`src/shared/slpm_regs.svh`:
```
`ifndef SLPM_REGS_SVH
`define SLPM_REGS_SVH
// Function-select field codes
`define SLPM_FSEL_INDICATOR 2'h0
`define SLPM_FSEL_IRQ 2'h1
`define SLPM_FSEL_WAKE 2'h2
`define SLPM_FSEL_LINK_ACT 2'h3
// Reset values of the strap latches
`define SLPM_REGULATOR_OFF_STRAP_RST 1'h0
`define SLPM_INTSEL_RST 1'h1
// Idle levels of the reset pins, so no false edge follows reset
`define SLPM_POR_IDLE 1'h0
`define SLPM_EXT_RESET_N_IDLE 1'h1
// Reset levels of the output pins
`define SLPM_FIRST_PIN_RST 1'h0
`define SLPM_SECOND_PIN_RST 1'h1
`define SLPM_IRQ_N_IDLE 1'h1
`define SLPM_TXE_IDLE 1'h0
// Blink half period in cycles of the 50 MHz clock
`define SLPM_CLK_MHZ 50
`define SLPM_BLINK_HALF_MS 50
`define SLPM_BLINK_HALF_CYC (`SLPM_BLINK_HALF_MS * 1000 * `SLPM_CLK_MHZ)
`endif

```
`src/shared/slpm_pkg.sv`:
```
package slpm_pkg;
   // Link state seen by the indicators
   typedef struct packed {
      logic link_up;
      logic carrier;
      logic speed_100;
      logic isolated;
   } slpm_link_t;
   // Latched strap picture
   typedef struct packed {
      logic regulator_off;
      logic irq_select;
   } slpm_strap_t;
endpackage : slpm_pkg

```
`src/design/slpm_sync.sv`:
```
`timescale 1ns/100ps
module slpm_sync #(
   parameter int WIDTH = 1
) (
   // Clock and reset
   input wire logic sys_clk_i,
   input wire logic reset_i,
   input wire logic clk_en_i,
   // Asynchronous level in, filtered level out
   input wire logic [WIDTH-1:0] async_i,
   input wire logic [WIDTH-1:0] reset_val_i,
   output logic [WIDTH-1:0] sync_o
);
   logic [WIDTH-1:0] stage1_reg;
   logic [WIDTH-1:0] stage2_reg;
   logic [WIDTH-1:0] stage3_reg;
   logic [WIDTH-1:0] out_reg;
   logic primed_reg;

   if (WIDTH < 1)
   begin : g_bad_width
      $error("slpm_sync: WIDTH below one");
   end

   always_ff @(posedge sys_clk_i or posedge reset_i)
   begin
      if (reset_i)
      begin
         stage1_reg <= '0;
         stage2_reg <= '0;
         stage3_reg <= '0;
      end
      else if (clk_en_i)
      begin
         stage1_reg <= async_i;
         // Seed the compare stages so reset zeros never look like a change
         if (!primed_reg)
         begin
            stage2_reg <= reset_val_i;
            stage3_reg <= reset_val_i;
         end
         else
         begin
            stage2_reg <= stage1_reg;
            stage3_reg <= stage2_reg;
         end
      end
   end

   // A change counts once stages two and three agree
   always_ff @(posedge sys_clk_i or posedge reset_i)
   begin
      if (reset_i)
      begin
         out_reg <= '0;
         primed_reg <= 1'b0;
      end
      else if (clk_en_i)
      begin
         primed_reg <= 1'b1;
         if (!primed_reg)
            out_reg <= reset_val_i;
         else
            for (int i = 0; i < WIDTH; i++)
               if (stage2_reg[i] == stage3_reg[i])
                  out_reg[i] <= stage3_reg[i];
      end
   end

   assign sync_o = primed_reg ? out_reg : reset_val_i;
endmodule : slpm_sync

```
`src/design/slpm_pin_mux.sv`:
```
`timescale 1ns/100ps
`include "slpm_regs.svh"
module slpm_pin_mux #(
   parameter int BLINK_HALF_CYC = `SLPM_BLINK_HALF_CYC
) (
   // Clock, reset, enable
   input wire logic sys_clk_i,
   input wire logic reset_i,
   input wire logic clk_en_i,
   // Power-on and external reset pins
   input wire logic power_on_i,
   input wire logic ext_reset_n_i,
   // Strap pins
   input wire logic regulator_off_strap_i,
   input wire logic irq_pin_select_strap_i,
   // Function select fields of the wake control/status register
   input wire logic [1:0] first_fsel_i,
   input wire logic [1:0] second_fsel_i,
   // Link state and event sources
   input wire slpm_pkg::slpm_link_t link_i,
   input wire logic irq_active_i,
   input wire logic wake_active_i,
   input wire logic tx_err_i,
   // Pins and status
   output logic regulator_en_o,
   output logic irq_out_n_o,
   output logic tx_err_bit4_o,
   output logic shared_is_irq_o,
   output logic first_indicator_pin_o,
   output logic second_indicator_pin_o,
   output slpm_pkg::slpm_strap_t strap_o
);
   import slpm_pkg::*;

   // ----------------------------------------
   // Input synchronisers
   // ----------------------------------------
   logic [3:0] pin_sync;
   logic por_s;
   logic ext_reset_n_s;
   logic regulator_off_strap_s;
   logic intsel_s;

   if (BLINK_HALF_CYC < 1)
   begin : g_bad_blink
      $error("slpm_pin_mux: BLINK_HALF_CYC below one");
   end

   slpm_sync #(.WIDTH(4)) slpm_sync_inst (
      .sys_clk_i(sys_clk_i),
      .reset_i(reset_i),
      .clk_en_i(clk_en_i),
      .async_i({power_on_i, ext_reset_n_i, regulator_off_strap_i, irq_pin_select_strap_i}),
      .reset_val_i({`SLPM_POR_IDLE, `SLPM_EXT_RESET_N_IDLE, `SLPM_REGULATOR_OFF_STRAP_RST, `SLPM_INTSEL_RST}),
      .sync_o(pin_sync)
   );
   assign {por_s, ext_reset_n_s, regulator_off_strap_s, intsel_s} = pin_sync;

   // ----------------------------------------
   // Strap latching
   // ----------------------------------------
   logic por_d_reg;
   logic ext_reset_n_d_reg;
   logic por_rise;
   logic ext_reset_n_rise;
   slpm_strap_t strap_reg;

   assign por_rise = por_s && !por_d_reg;
   assign ext_reset_n_rise = ext_reset_n_s && !ext_reset_n_d_reg;

   always_ff @(posedge sys_clk_i or posedge reset_i)
   begin
      if (reset_i)
      begin
         por_d_reg <= `SLPM_POR_IDLE;
         ext_reset_n_d_reg <= `SLPM_EXT_RESET_N_IDLE;
      end
      else if (clk_en_i)
      begin
         por_d_reg <= por_s;
         ext_reset_n_d_reg <= ext_reset_n_s;
      end
   end

   // Regulator strap only at power-on; select strap also on reset rise
   always_ff @(posedge sys_clk_i or posedge reset_i)
   begin
      if (reset_i)
      begin
         strap_reg.regulator_off <= `SLPM_REGULATOR_OFF_STRAP_RST;
         strap_reg.irq_select <= `SLPM_INTSEL_RST;
      end
      else if (clk_en_i)
      begin
         if (por_rise)
            strap_reg.regulator_off <= regulator_off_strap_s;
         if (por_rise || ext_reset_n_rise)
            strap_reg.irq_select <= intsel_s;
      end
   end

   assign strap_o = strap_reg;

   // ----------------------------------------
   // Activity blink
   // ----------------------------------------
   logic [31:0] blink_cnt_reg;
   logic blink_reg;

   // Blink runs only with carrier so a steady link shows solid
   always_ff @(posedge sys_clk_i or posedge reset_i)
   begin
      if (reset_i)
      begin
         blink_cnt_reg <= 32'h0;
         blink_reg <= 1'b0;
      end
      else if (clk_en_i)
      begin
         if (!link_i.carrier)
         begin
            blink_cnt_reg <= 32'h0;
            blink_reg <= 1'b0;
         end
         else if (blink_cnt_reg == 32'(BLINK_HALF_CYC - 1))
         begin
            blink_cnt_reg <= 32'h0;
            blink_reg <= !blink_reg;
         end
         else
            blink_cnt_reg <= blink_cnt_reg + 32'h1;
      end
   end

   // ----------------------------------------
   // Pin functions
   // ----------------------------------------
   logic link_act;
   logic link_speed;
   logic first_next;
   logic second_next;

   assign link_act = link_i.link_up && !blink_reg;
   assign link_speed = link_i.speed_100 && !link_i.isolated;

   // Apply polarity: active level drives pin to 0 when polarity high
   // Every source is an argument, so the assign sees all its operands
   function automatic logic slpm_pick(input logic [1:0] fsel, input logic ind,
                                      input logic act, input logic act_low,
                                      input logic irq, input logic wake);
      logic v;
      v = 1'h0;
      unique case (fsel)
         `SLPM_FSEL_INDICATOR: v = ind ^ act_low;
         `SLPM_FSEL_IRQ: v = !irq;
         `SLPM_FSEL_WAKE: v = !wake;
         `SLPM_FSEL_LINK_ACT: v = act ^ act_low;
      endcase
      return v;
   endfunction : slpm_pick

   // Reset selects are zero, so indicators start in their default roles
   assign first_next = slpm_pick(first_fsel_i, link_act, link_act, strap_reg.regulator_off,
                                 irq_active_i, wake_active_i);
   assign second_next = slpm_pick(second_fsel_i, link_speed, link_act, strap_reg.irq_select,
                                  irq_active_i, wake_active_i);

   always_ff @(posedge sys_clk_i or posedge reset_i)
   begin
      if (reset_i)
      begin
         first_indicator_pin_o <= `SLPM_FIRST_PIN_RST;
         second_indicator_pin_o <= `SLPM_SECOND_PIN_RST;
         irq_out_n_o <= `SLPM_IRQ_N_IDLE;
         tx_err_bit4_o <= `SLPM_TXE_IDLE;
      end
      else if (clk_en_i)
      begin
         first_indicator_pin_o <= first_next;
         second_indicator_pin_o <= second_next;
         // Only one function live on the shared pin
         irq_out_n_o <= strap_reg.irq_select ? !irq_active_i : `SLPM_IRQ_N_IDLE;
         tx_err_bit4_o <= strap_reg.irq_select ? `SLPM_TXE_IDLE : tx_err_i;
      end
   end

   assign regulator_en_o = !strap_reg.regulator_off;
   assign shared_is_irq_o = strap_reg.irq_select;
endmodule : slpm_pin_mux

```
`config.mk`:
```
export PLATFORM = sky130hd
export DESIGN_NAME = slpm_pin_mux
export DESIGN_NICKNAME = d
export VERILOG_FILES = /design/src/shared/slpm_pkg.sv /design/src/design/slpm_sync.sv /design/src/design/slpm_pin_mux.sv
export VERILOG_INCLUDE_DIRS = /design/src /design/src/shared
export SDC_FILE = /design/constraint.sdc
export NUM_CORES = 1
export LEC_CHECK = 0
export BUFFER_PORTS_ARGS = -buffer_cell sky130_fd_sc_hd__buf_2
export CORE_MARGIN = 10
export CORE_UTILIZATION = 30
export CTS_BUF_LIST = sky130_fd_sc_hd__clkbuf_16
export DETAILED_ROUTE_END_ITERATION = 8
export GPL_ROUTABILITY_DRIVEN = 0
export MAX_ROUTING_LAYER = met4
export PLACE_DENSITY = 0.53
export SYNTH_ARGS = -nofsm -noshare
export SYNTH_HDL_FRONTEND = slang
export SYNTH_SLANG_ARGS = --single-unit
```
`constraint.sdc`:
```
create_clock -name sys_clk_i -period 4.7 [get_ports sys_clk_i]
set_input_delay 0.235 -clock sys_clk_i [delete_from_list [all_inputs] [get_ports sys_clk_i]]
set_output_delay 0.235 -clock sys_clk_i [all_outputs]
set_load 0.03 [all_outputs]
```
==> flow_metrics.env, run 1 <==
export IMPL_status="complete, no violations"
export IMPL_portBuffers=25
export IMPL_crit_chain="or4_1, nor4_1, nand4_1, a21boi_2, buf_4, nor2_1"
export IMPL_critPathKind="reg -> reg"
export IMPL_numCtsBuffers=9
export IMPL_final_common_cell="sky130_fd_sc_hd__dfrtp_1"
export IMPL_place_area_mm2=0.00314
export IMPL_ys_top_cells_by_area="sky130_fd_sc_hd__dfrtp_1 46%, sky130_fd_sc_hd__xor2_1 6.3%, sky130_fd_sc_hd__nor2_1 5.5%, sky130_fd_sc_hd__nand4_1 4.5%, sky130_fd_sc_hd__dfstp_2 3.6%"
export IMPL_power_static_leakage_nw=1.54
export IMPL_rsz_0062_raised_after_global_routing="false"
export IMPL_postRouteWirelength_mm=6.02
export IMPL_post_drt_via_cell_ratio=4.80
export IMPL_io_pin_count=26
export IMPL_share_of_the_yosys_chip_area_belonging_to_registers_pct=50.0
export IMPL_cpPeakStageDelay_ps=550
export IMPL_cpMaxStageDelayCell="sky130_fd_sc_hd__or4_1"
export IMPL_postLayoutSetupSlackWorst_ps=2280
export IMPL_fillCellCount=951
export IMPL_synthCells=307
export IMPL_multi_input_area_mm2=0.00128
export IMPL_finalCoreUtilization_pct=36.8
export IMPL_post_cts_resized=0
export IMPL_floorplan_die_height_um=119
export IMPL_hold_path_class="in -> async"
export IMPL_endpoint_kind="flip-flop"
export IMPL_grt_start_max_net_pins=59
export IMPL_grt_pass1_wl_mm=10.3
export IMPL_most_used_cells_in_the_layout_excluding_fill_and_tap_cells="54 x sky130_fd_sc_hd__dfrtp_1, 43 x sky130_fd_sc_hd__nor2_1, 25 x sky130_fd_sc_hd__buf_2"
export IMPL_vias=2237
export IMPL_globalRouteTotalUtil_pct=9.09
export IMPL_holdBufCountCts=0
export IMPL_r2r_setup_slack_ps=2280
export IMPL_detailed_place_hpwl_mm=4.06
export IMPL_critical_path_n_buffers_inverters=1
export IMPL_ys_types=40
export IMPL_preCtsSetupSlack_ps=2280
export IMPL_synth_seq_cells=58
export IMPL_clock_sinks=58
export IMPL_synth_async_sr_flop_share_pct=100
export IMPL_finalSetupTns_ps=0
export IMPL_detail_route_drc_violations=0
export IMPL_worstPathMaxFanout=24
export IMPL_cp_data_required_time_ps=4890
export IMPL_placeableCoreArea_mm2=0.00937
export IMPL_timing_worst_slew_pin_value_ps=1130
export IMPL_drv_cap=0
export IMPL_power_total_w=0.00154
export IMPL_fin_crit_ps=2420
export IMPL_largest_register_ffs=32
export IMPL_synth_top_area_share_pct=46.4
export IMPL_fp_dieW_um=119
export IMPL_worst_clock_skew_ps=8.54
export IMPL_avgSynthCellArea_um2=9.50
export IMPL_grt_pass1_vias=2119
export IMPL_ys_warn_count=0
export IMPL_synth_main_ff_cell="sky130_fd_sc_hd__dfrtp_1"
export IMPL_area_sequential_mm2=0.00146
export IMPL_area_growth_syn_to_layout_pct=18.3
export IMPL_die_area_mm2=0.0141
export IMPL_worst_setup_hold_path_clk_slew_ps=50
export IMPL_cts_setup_buffers=0
export IMPL_powerDensity_mw_per_mm2=446
export IMPL_final_count_of_negative_setup_slack_endpoints=0
export IMPL_h_tree_levels=3
export IMPL_worst_path_dominant_cell_family="simple AND/OR/NAND/NOR gates"
export IMPL_fmax_mhz=413
export IMPL_postRouteAntennaNets=0
export IMPL_antenna_diode_count=0
export IMPL_tritoncts="built"
export IMPL_post_route_period_util_pct=51.5
export IMPL_start_util_pct=31.1
export IMPL_synth_edff_count=0
export IMPL_stdcell_area_mm2=0.00345
export IMPL_synth_area_mm2=0.00292
export IMPL_worst_ir_drop_vdd_v=0.000182
export IMPL_synthesis_nets=331
export IMPL_final_max_slew_violation_count=0
export IMPL_number_of_drc_markers_after_the_initial_detailed_route_iteration=131
export IMPL_detailedRoute_firstPassIterationCount=4
export IMPL_final_nets=356
export IMPL_rows=35
export IMPL_clock_insertion_delay_worst_skew_ps=320
export IMPL_share_of_layout_cells_above_drive_strength_1_pct=16.6
export IMPL_critical_path_startpoint_type="flip-flop"
export IMPL_gr_total_overflow=0
export IMPL_synth_area_leader_cell="sky130_fd_sc_hd__dfrtp_1"
export IMPL_max_slew_margin_rel_pct=23.9
export IMPL_grt_antenna_before_repair=0
export IMPL_ctsRootBufferMaster="sky130_fd_sc_hd__clkbuf_16"
export IMPL_post_drt_wl_per_cell_um=12.9
export IMPL_worst_ep_arrival_time_ps=2610
export IMPL_ctsLongestPathBuffers=2
export IMPL_finalHoldViolCount=0
logic make-up after synthesis:
logic type	after synthesis	synth area share [%]
and+or+nand+nor	126	21.3
adders and majority gates	6	2.58
DFF	58	50.0
muxes	6	2.27
xor gates and xnor gates	29	8.71
buffers and inverters	38	6.01
AOI/OAI and AO/OA	44	9.14
report_power, final:
| part | total (W) | internal (W) | switching (W) |
|---|---|---|---|
| Sequential | 0.000624 | 0.000568 | 0.0000557 |
| Clock | 0.000675 | 0.000457 | 0.000218 |
| Combinational | 0.000238 | 0.0000895 | 0.000149 |
stage by stage:
stage / instances / hold slack, ps
after detailed placement: 450 / 447
final: 466 / 107
after floorplan: 307 / 307
after global routing: 466 / 120
after global placement: 450 / 444
after CTS: 466 / 105
per-layer routing:
layer,up-vias,global-route usage [%],share of wire (%)
met1,1073,11.3,50
met4,0,3.66,1.7
li1,1118,-,-
met5,-,-,0
met3,7,4.05,5.5
met2,39,12.5,42
synth_stat cells (2+ instances only):
library cell               number
sky130_fd_sc_hd__dfrtp_1       54
sky130_fd_sc_hd__nor2_1        43
sky130_fd_sc_hd__inv_1         24
sky130_fd_sc_hd__nand3_1       21
sky130_fd_sc_hd__nand4_1       21
sky130_fd_sc_hd__xor2_1        21
sky130_fd_sc_hd__nand2_1       18
sky130_fd_sc_hd__o21ai_0       14
sky130_fd_sc_hd__a21oi_1       12
sky130_fd_sc_hd__xnor2_1        8
sky130_fd_sc_hd__clkbuf_1       7
sky130_fd_sc_hd__ha_1           6
sky130_fd_sc_hd__nor4_1         6
sky130_fd_sc_hd__o22ai_1        6
sky130_fd_sc_hd__mux2_2         5
sky130_fd_sc_hd__dfstp_2        4
sky130_fd_sc_hd__or4_1          4
sky130_fd_sc_hd__and3_1         3
sky130_fd_sc_hd__buf_6          3
sky130_fd_sc_hd__a31oi_1        2
sky130_fd_sc_hd__a41oi_1        2
sky130_fd_sc_hd__buf_4          2
sky130_fd_sc_hd__nor2b_1        2
sky130_fd_sc_hd__o22a_1         2
sky130_fd_sc_hd__or3_1          2
final timing paths:
check,start,end,cells after the start
min reg2reg,irq_out_n_o,irq_out_n_o,2
min in group sys_clk_i,irq_active_i,irq_out_n_o,2
min,reset_i,blink_cnt_reg[26],3
max reg2reg,blink_cnt_reg[16],blink_cnt_reg[28],6
max,blink_cnt_reg[16],blink_cnt_reg[28],6
max in group asynchronous,reset_i,blink_cnt_reg[0],3
area by class of cell:
class / count / share of cell area, %
repair buffers: 28 / 4.28
multi-input cells: 211 / 37.2
inverters: 24 / 2.61
well taps: 129 / 4.68
flip-flops and latches: 58 / 42.2
clock inverters: 7 / 2.47
clock buffers: 9 / 6.53
worst register-to-register path: stages (launching register included):
cell	delay (ps)
sky130_fd_sc_hd__dfrtp_1	430
sky130_fd_sc_hd__or4_1	550
sky130_fd_sc_hd__nor4_1	310
sky130_fd_sc_hd__nand4_1	200
sky130_fd_sc_hd__a21boi_2	360
sky130_fd_sc_hd__buf_4	350
sky130_fd_sc_hd__nor2_1	100
No activity file was read; power rests on OpenSTA's default activity.
==> run 2, diff against run 1 <==
==> constraint.sdc (replaced) <==
create_clock -name sys_clk_i -period 2.4 [get_ports sys_clk_i]
set_input_delay 0.12 -clock sys_clk_i [delete_from_list [all_inputs] [get_ports sys_clk_i]]
set_output_delay 0.12 -clock sys_clk_i [all_outputs]
set_load 0.03 [all_outputs]
==> flow_metrics.env, run 2 (synthesized netlist as in run 1, its figures left out) <==
export IMPL_final_nets=366
export IMPL_finalHoldViolCount=0
export IMPL_grt_antenna_before_repair=0
export IMPL_worstPathMaxFanout=9
export IMPL_rows=35
export IMPL_fp_dieW_um=119
export IMPL_vias=2266
export IMPL_globalRouteTotalUtil_pct=9.61
export IMPL_multi_input_area_mm2=0.00128
export IMPL_worst_ep_arrival_time_ps=2300
export IMPL_ctsRootBufferMaster="sky130_fd_sc_hd__clkbuf_16"
export IMPL_portBuffers=25
export IMPL_cp_data_required_time_ps=2610
export IMPL_area_growth_syn_to_layout_pct=21.9
export IMPL_final_count_of_negative_setup_slack_endpoints=0
export IMPL_fmax_mhz=479
export IMPL_worst_ir_drop_vdd_v=0.000331
export IMPL_hold_path_class="in -> reg"
export IMPL_postRouteAntennaNets=0
export IMPL_grt_pass1_wl_mm=11.1
export IMPL_post_route_period_util_pct=87.0
export IMPL_power_static_leakage_nw=1.60
export IMPL_rsz_0062_raised_after_global_routing="false"
export IMPL_preCtsSetupSlack_ps=327
export IMPL_worst_clock_skew_ps=6.42
export IMPL_clock_insertion_delay_worst_skew_ps=320
export IMPL_post_drt_wl_per_cell_um=12.8
export IMPL_fin_crit_ps=2090
export IMPL_share_of_layout_cells_above_drive_strength_1_pct=18.2
export IMPL_drv_cap=0
export IMPL_largest_register_ffs=32
export IMPL_number_of_drc_markers_after_the_initial_detailed_route_iteration=106
export IMPL_detail_route_drc_violations=0
export IMPL_fillCellCount=964
export IMPL_grt_start_max_net_pins=59
export IMPL_critPathKind="reg -> reg"
export IMPL_grt_pass1_vias=2234
export IMPL_timing_worst_slew_pin_value_ps=483
export IMPL_postLayoutSetupSlackWorst_ps=312
export IMPL_post_drt_via_cell_ratio=4.76
export IMPL_post_cts_resized=0
export IMPL_start_util_pct=31.1
export IMPL_antenna_diode_count=0
export IMPL_clock_sinks=58
export IMPL_final_max_slew_violation_count=0
export IMPL_critical_path_startpoint_type="flip-flop"
export IMPL_finalSetupTns_ps=0
export IMPL_postRouteWirelength_mm=6.11
export IMPL_h_tree_levels=3
export IMPL_placeableCoreArea_mm2=0.00937
export IMPL_tritoncts="built"
export IMPL_die_area_mm2=0.0141
export IMPL_status="complete, no violations"
export IMPL_max_slew_margin_rel_pct=67.8
export IMPL_detailedRoute_firstPassIterationCount=6
export IMPL_ctsLongestPathBuffers=2
export IMPL_worst_setup_hold_path_clk_slew_ps=50
export IMPL_area_sequential_mm2=0.00146
export IMPL_detailed_place_hpwl_mm=4.20
export IMPL_powerDensity_mw_per_mm2=853
export IMPL_floorplan_die_height_um=119
export IMPL_most_used_cells_in_the_layout_excluding_fill_and_tap_cells="54 x sky130_fd_sc_hd__dfrtp_1, 43 x sky130_fd_sc_hd__nor2_1, 25 x sky130_fd_sc_hd__buf_2"
export IMPL_gr_total_overflow=0
export IMPL_final_common_cell="sky130_fd_sc_hd__dfrtp_1"
export IMPL_endpoint_kind="flip-flop"
export IMPL_numCtsBuffers=9
export IMPL_io_pin_count=26
run 2: cell type report:
cell class	count	area share [%]
sequential	58	41.0
timing repair buffer	38	7.11
multi-input combinational	211	36.1
clock inverter	7	2.36
inverter	24	2.54
clock buffer	9	6.34
tap	129	4.54
run 2: worst paths after layout:
kind	start	endpoint	slack [ps]	cells past startpoint
max	blink_cnt_reg[16]	blink_cnt_reg[0]	310	6
min	power_on_i	slpm_sync_inst.stage1_reg[3]	30	2
max reg2reg	blink_cnt_reg[16]	blink_cnt_reg[0]	310	6
min reg2reg	irq_out_n_o	irq_out_n_o	490	2
max in group asynchronous	reset_i	ext_reset_n_d_reg	1700	4
min in group asynchronous	reset_i	blink_cnt_reg[27]	390	4
run 2: timing repair:
action | in CTS | in global routing
hold buffers | 2 | 0
setup buffers | 0 | 0
endpoints found under the hold margin | 55 | 0
run 2: power by group:
| group | switching (W) | leakage [nW] | total [W] | internal (W) |
|---|---|---|---|---|
| clock network | 0.000432 | 0.148 | 0.00133 | 0.000894 |
| registers | 0.000107 | 0.747 | 0.00122 | 0.00111 |
| logic | 0.000300 | 0.703 | 0.000485 | 0.000185 |
| total | 0.000838 | 1.60 | 0.00303 | 0.00219 |
run 2: critical path: stages (launching register included):
cell	delay (ps)
sky130_fd_sc_hd__dfrtp_1	430
sky130_fd_sc_hd__or4_1	530
sky130_fd_sc_hd__nor4_1	300
sky130_fd_sc_hd__nand4_1	200
sky130_fd_sc_hd__a21boi_2	250
sky130_fd_sc_hd__buf_4	200
sky130_fd_sc_hd__nor2_1	60
run 2: stage by stage:
| stage | cells | area [um2] | utilization, % | power [W] | hold slack, ps |
|---|---|---|---|---|---|
| 2_1_floorplan | 307 | 2920 | - | 0.00158 | 192 |
| 5_1_grt | 476 | 3550 | 37.9 | 0.00319 | 27.2 |
| 4_1_cts | 476 | 3550 | 37.9 | 0.00307 | 18.9 |
| 3_3_place_gp | 458 | 3220 | 34.4 | 0.00171 | 201 |
| 6_report | 476 | 3550 | 37.9 | 0.00303 | 27.2 |
| 3_5_place_dp | 458 | 3220 | 34.4 | 0.00172 | 201 |
run 2: routing by layer:
layer  up-vias  wire, um  GRT usage, %
met5         -         0             -
met3        11       251          3.19
met1      1085      3070          12.1
li1       1138         -             -
met4         0       108          3.89
met2        32      2680          13.9
==> run 3, diff against run 2 <==
--- a/config.mk
+++ b/config.mk
@@ -8,12 +8,12 @@
 export LEC_CHECK = 0
 export BUFFER_PORTS_ARGS = -buffer_cell sky130_fd_sc_hd__buf_2
 export CORE_MARGIN = 10
-export CORE_UTILIZATION = 30
+export CORE_UTILIZATION = 35
 export CTS_BUF_LIST = sky130_fd_sc_hd__clkbuf_16
 export DETAILED_ROUTE_END_ITERATION = 8
 export GPL_ROUTABILITY_DRIVEN = 0
 export MAX_ROUTING_LAYER = met4
-export PLACE_DENSITY = 0.53
+export PLACE_DENSITY = 0.59
 export SYNTH_ARGS = -nofsm -noshare
 export SYNTH_HDL_FRONTEND = slang
 export SYNTH_SLANG_ARGS = --single-unit
==> flow_metrics.env, run 3 (synthesized netlist as in run 1, its figures left out) <==
export IMPL_grt_pass1_vias=2212
export IMPL_worstPathMaxFanout=23
export IMPL_status="complete, no violations"
export IMPL_placeableCoreArea_mm2=0.00818
export IMPL_tritoncts="built"
export IMPL_post_route_period_util_pct=87.5
export IMPL_number_of_drc_markers_after_the_initial_detailed_route_iteration=165
export IMPL_max_slew_margin_rel_pct=51.6
export IMPL_fp_dieW_um=111
export IMPL_portBuffers=25
export IMPL_endpoint_kind="flip-flop"
export IMPL_multi_input_area_mm2=0.00128
export IMPL_detail_route_drc_violations=0
export IMPL_finalSetupTns_ps=0
export IMPL_worst_clock_skew_ps=6.20
export IMPL_largest_register_ffs=32
export IMPL_cpMaxStageDelayCell="sky130_fd_sc_hd__or4_1"
export IMPL_clock_insertion_delay_worst_skew_ps=320
export IMPL_detailedRoute_firstPassIterationCount=4
export IMPL_postRouteWirelength_mm=6.05
export IMPL_rows=33
export IMPL_fin_crit_ps=2100
export IMPL_antenna_diode_count=0
export IMPL_area_growth_syn_to_layout_pct=18.8
export IMPL_detailed_place_hpwl_mm=4.17
export IMPL_gr_total_overflow=0
export IMPL_share_of_layout_cells_above_drive_strength_1_pct=18.4
export IMPL_final_nets=366
export IMPL_h_tree_levels=3
export IMPL_drv_cap=0
export IMPL_hold_path_class="in -> reg"
export IMPL_postLayoutSetupSlackWorst_ps=301
export IMPL_worst_ir_drop_vdd_v=0.000261
export IMPL_floorplan_die_height_um=111
export IMPL_r2r_setup_slack_ps=300
export IMPL_post_drt_wl_per_cell_um=13.4
export IMPL_numCtsBuffers=9
export IMPL_fillCellCount=802
export IMPL_critPathKind="reg -> reg"
export IMPL_vias=2264
export IMPL_die_area_mm2=0.0124
export IMPL_fmax_mhz=476
export IMPL_worst_setup_hold_path_clk_slew_ps=50
export IMPL_final_max_slew_violation_count=0
export IMPL_start_util_pct=35.7
export IMPL_timing_worst_slew_pin_value_ps=726
export IMPL_critical_path_n_buffers_inverters=1
export IMPL_post_layout_nonfiller_instances=452
export IMPL_preCtsSetupSlack_ps=315
export IMPL_critical_path_startpoint_type="flip-flop"
export IMPL_finalHoldViolCount=0
export IMPL_most_used_cells_in_the_layout_excluding_fill_and_tap_cells="54 x sky130_fd_sc_hd__dfrtp_1, 43 x sky130_fd_sc_hd__nor2_1, 25 x sky130_fd_sc_hd__buf_2"
export IMPL_post_place_cells=434
export IMPL_final_common_cell="sky130_fd_sc_hd__dfrtp_1"
export IMPL_rsz_0062_raised_after_global_routing="false"
export IMPL_grt_pass1_wl_mm=10.7
export IMPL_finalCoreUtilization_pct=42.4
export IMPL_post_drt_via_cell_ratio=5.01
export IMPL_final_count_of_negative_setup_slack_endpoints=0
export IMPL_grt_antenna_before_repair=0
export IMPL_power_static_leakage_nw=1.58
export IMPL_cp_data_required_time_ps=2600
export IMPL_worst_path_dominant_cell_family="simple AND/OR/NAND/NOR gates"
export IMPL_cpPeakStageDelay_ps=550
export IMPL_grt_start_max_net_pins=51
export IMPL_clock_sinks=58
export IMPL_ctsLongestPathBuffers=2
export IMPL_worst_ep_arrival_time_ps=2290
export IMPL_ctsRootBufferMaster="sky130_fd_sc_hd__clkbuf_16"
export IMPL_fin_hold_ws_ps=26.5
export IMPL_postRouteAntennaNets=0
export IMPL_io_pin_count=26
export IMPL_crit_chain="or4_1, nor4_1, nand4_1, a21boi_2, buf_12, a21oi_1"
export IMPL_area_sequential_mm2=0.00146
export IMPL_powerDensity_mw_per_mm2=811
export IMPL_post_cts_resized=0
export IMPL_globalRouteTotalUtil_pct=10.6
-- run 3: changes by cell type in the layout (fill, tap and decap cells not counted) --
cell,change
sky130_fd_sc_hd__bufinv_16,-2
sky130_fd_sc_hd__buf_4,+1
sky130_fd_sc_hd__clkinvlp_4,+1
sky130_fd_sc_hd__clkinv_2,+2
sky130_fd_sc_hd__buf_12,-1
sky130_fd_sc_hd__inv_1,+1
sky130_fd_sc_hd__clkinv_1,-2
-- run 3: cell type report --
| cell class | count | share of cell area, % |
|---|---|---|
| sequential | 58 | 42.0 |
| multi-input combinational | 211 | 37.1 |
| timing repair buffer | 38 | 6.93 |
| clock buffer | 9 | 6.50 |
| tap | 105 | 3.79 |
| inverter | 24 | 2.60 |
| clock inverter | 7 | 1.08 |
-- run 3: final timing paths --
check                                       from                            to  cells past startpoint
setup / recovery               blink_cnt_reg[16]             blink_cnt_reg[31]                      6
hold / removal             regulator_off_strap_i  slpm_sync_inst.stage1_reg[1]                      2
setup reg to reg               blink_cnt_reg[16]             blink_cnt_reg[31]                      6
hold reg to reg                      irq_out_n_o                   irq_out_n_o                      2
max in group asynchronous                reset_i             ext_reset_n_d_reg                      4
min in group asynchronous                reset_i              blink_cnt_reg[8]                      3
-- run 3: per-stage QoR --
step / instance area (um2) / total power, W
after global placement: 3180 / 0.00170
after CTS: 3460 / 0.00285
after global routing: 3460 / 0.00295
after detailed placement: 3180 / 0.00171
after floorplan: 2920 / 0.00158
final: 3460 / 0.00281
-- run 3: repair_timing --
item,4_1_cts,5_1_grt
hold buffers,2,0
setup buffers,0,0
endpoints found under the hold margin,30,0
-- run 3: worst reg2reg max path, stage by stage, from the launching register on --
cell                       delay [ps]
sky130_fd_sc_hd__dfrtp_1          430
sky130_fd_sc_hd__or4_1            550
sky130_fd_sc_hd__nor4_1           300
sky130_fd_sc_hd__nand4_1          200
sky130_fd_sc_hd__a21boi_2         250
sky130_fd_sc_hd__buf_12           190
sky130_fd_sc_hd__a21oi_1           50
-- run 3: power breakdown --
part / switching (W) / total, W / internal, W
clock: 0.000433 / 0.00112 / 0.000683
combinational: 0.000290 / 0.000472 / 0.000182
sequential: 0.000108 / 0.00122 / 0.00111
total: 0.000831 / 0.00281 / 0.00198
-- run 3: per-layer routing --
layer / routed length [um] / GRT usage [%]
met1: 2950 / 13.1
met2: 2690 / 15.3
met3: 316 / 3.30
met4: 93 / 4.80
met5: 0 / -
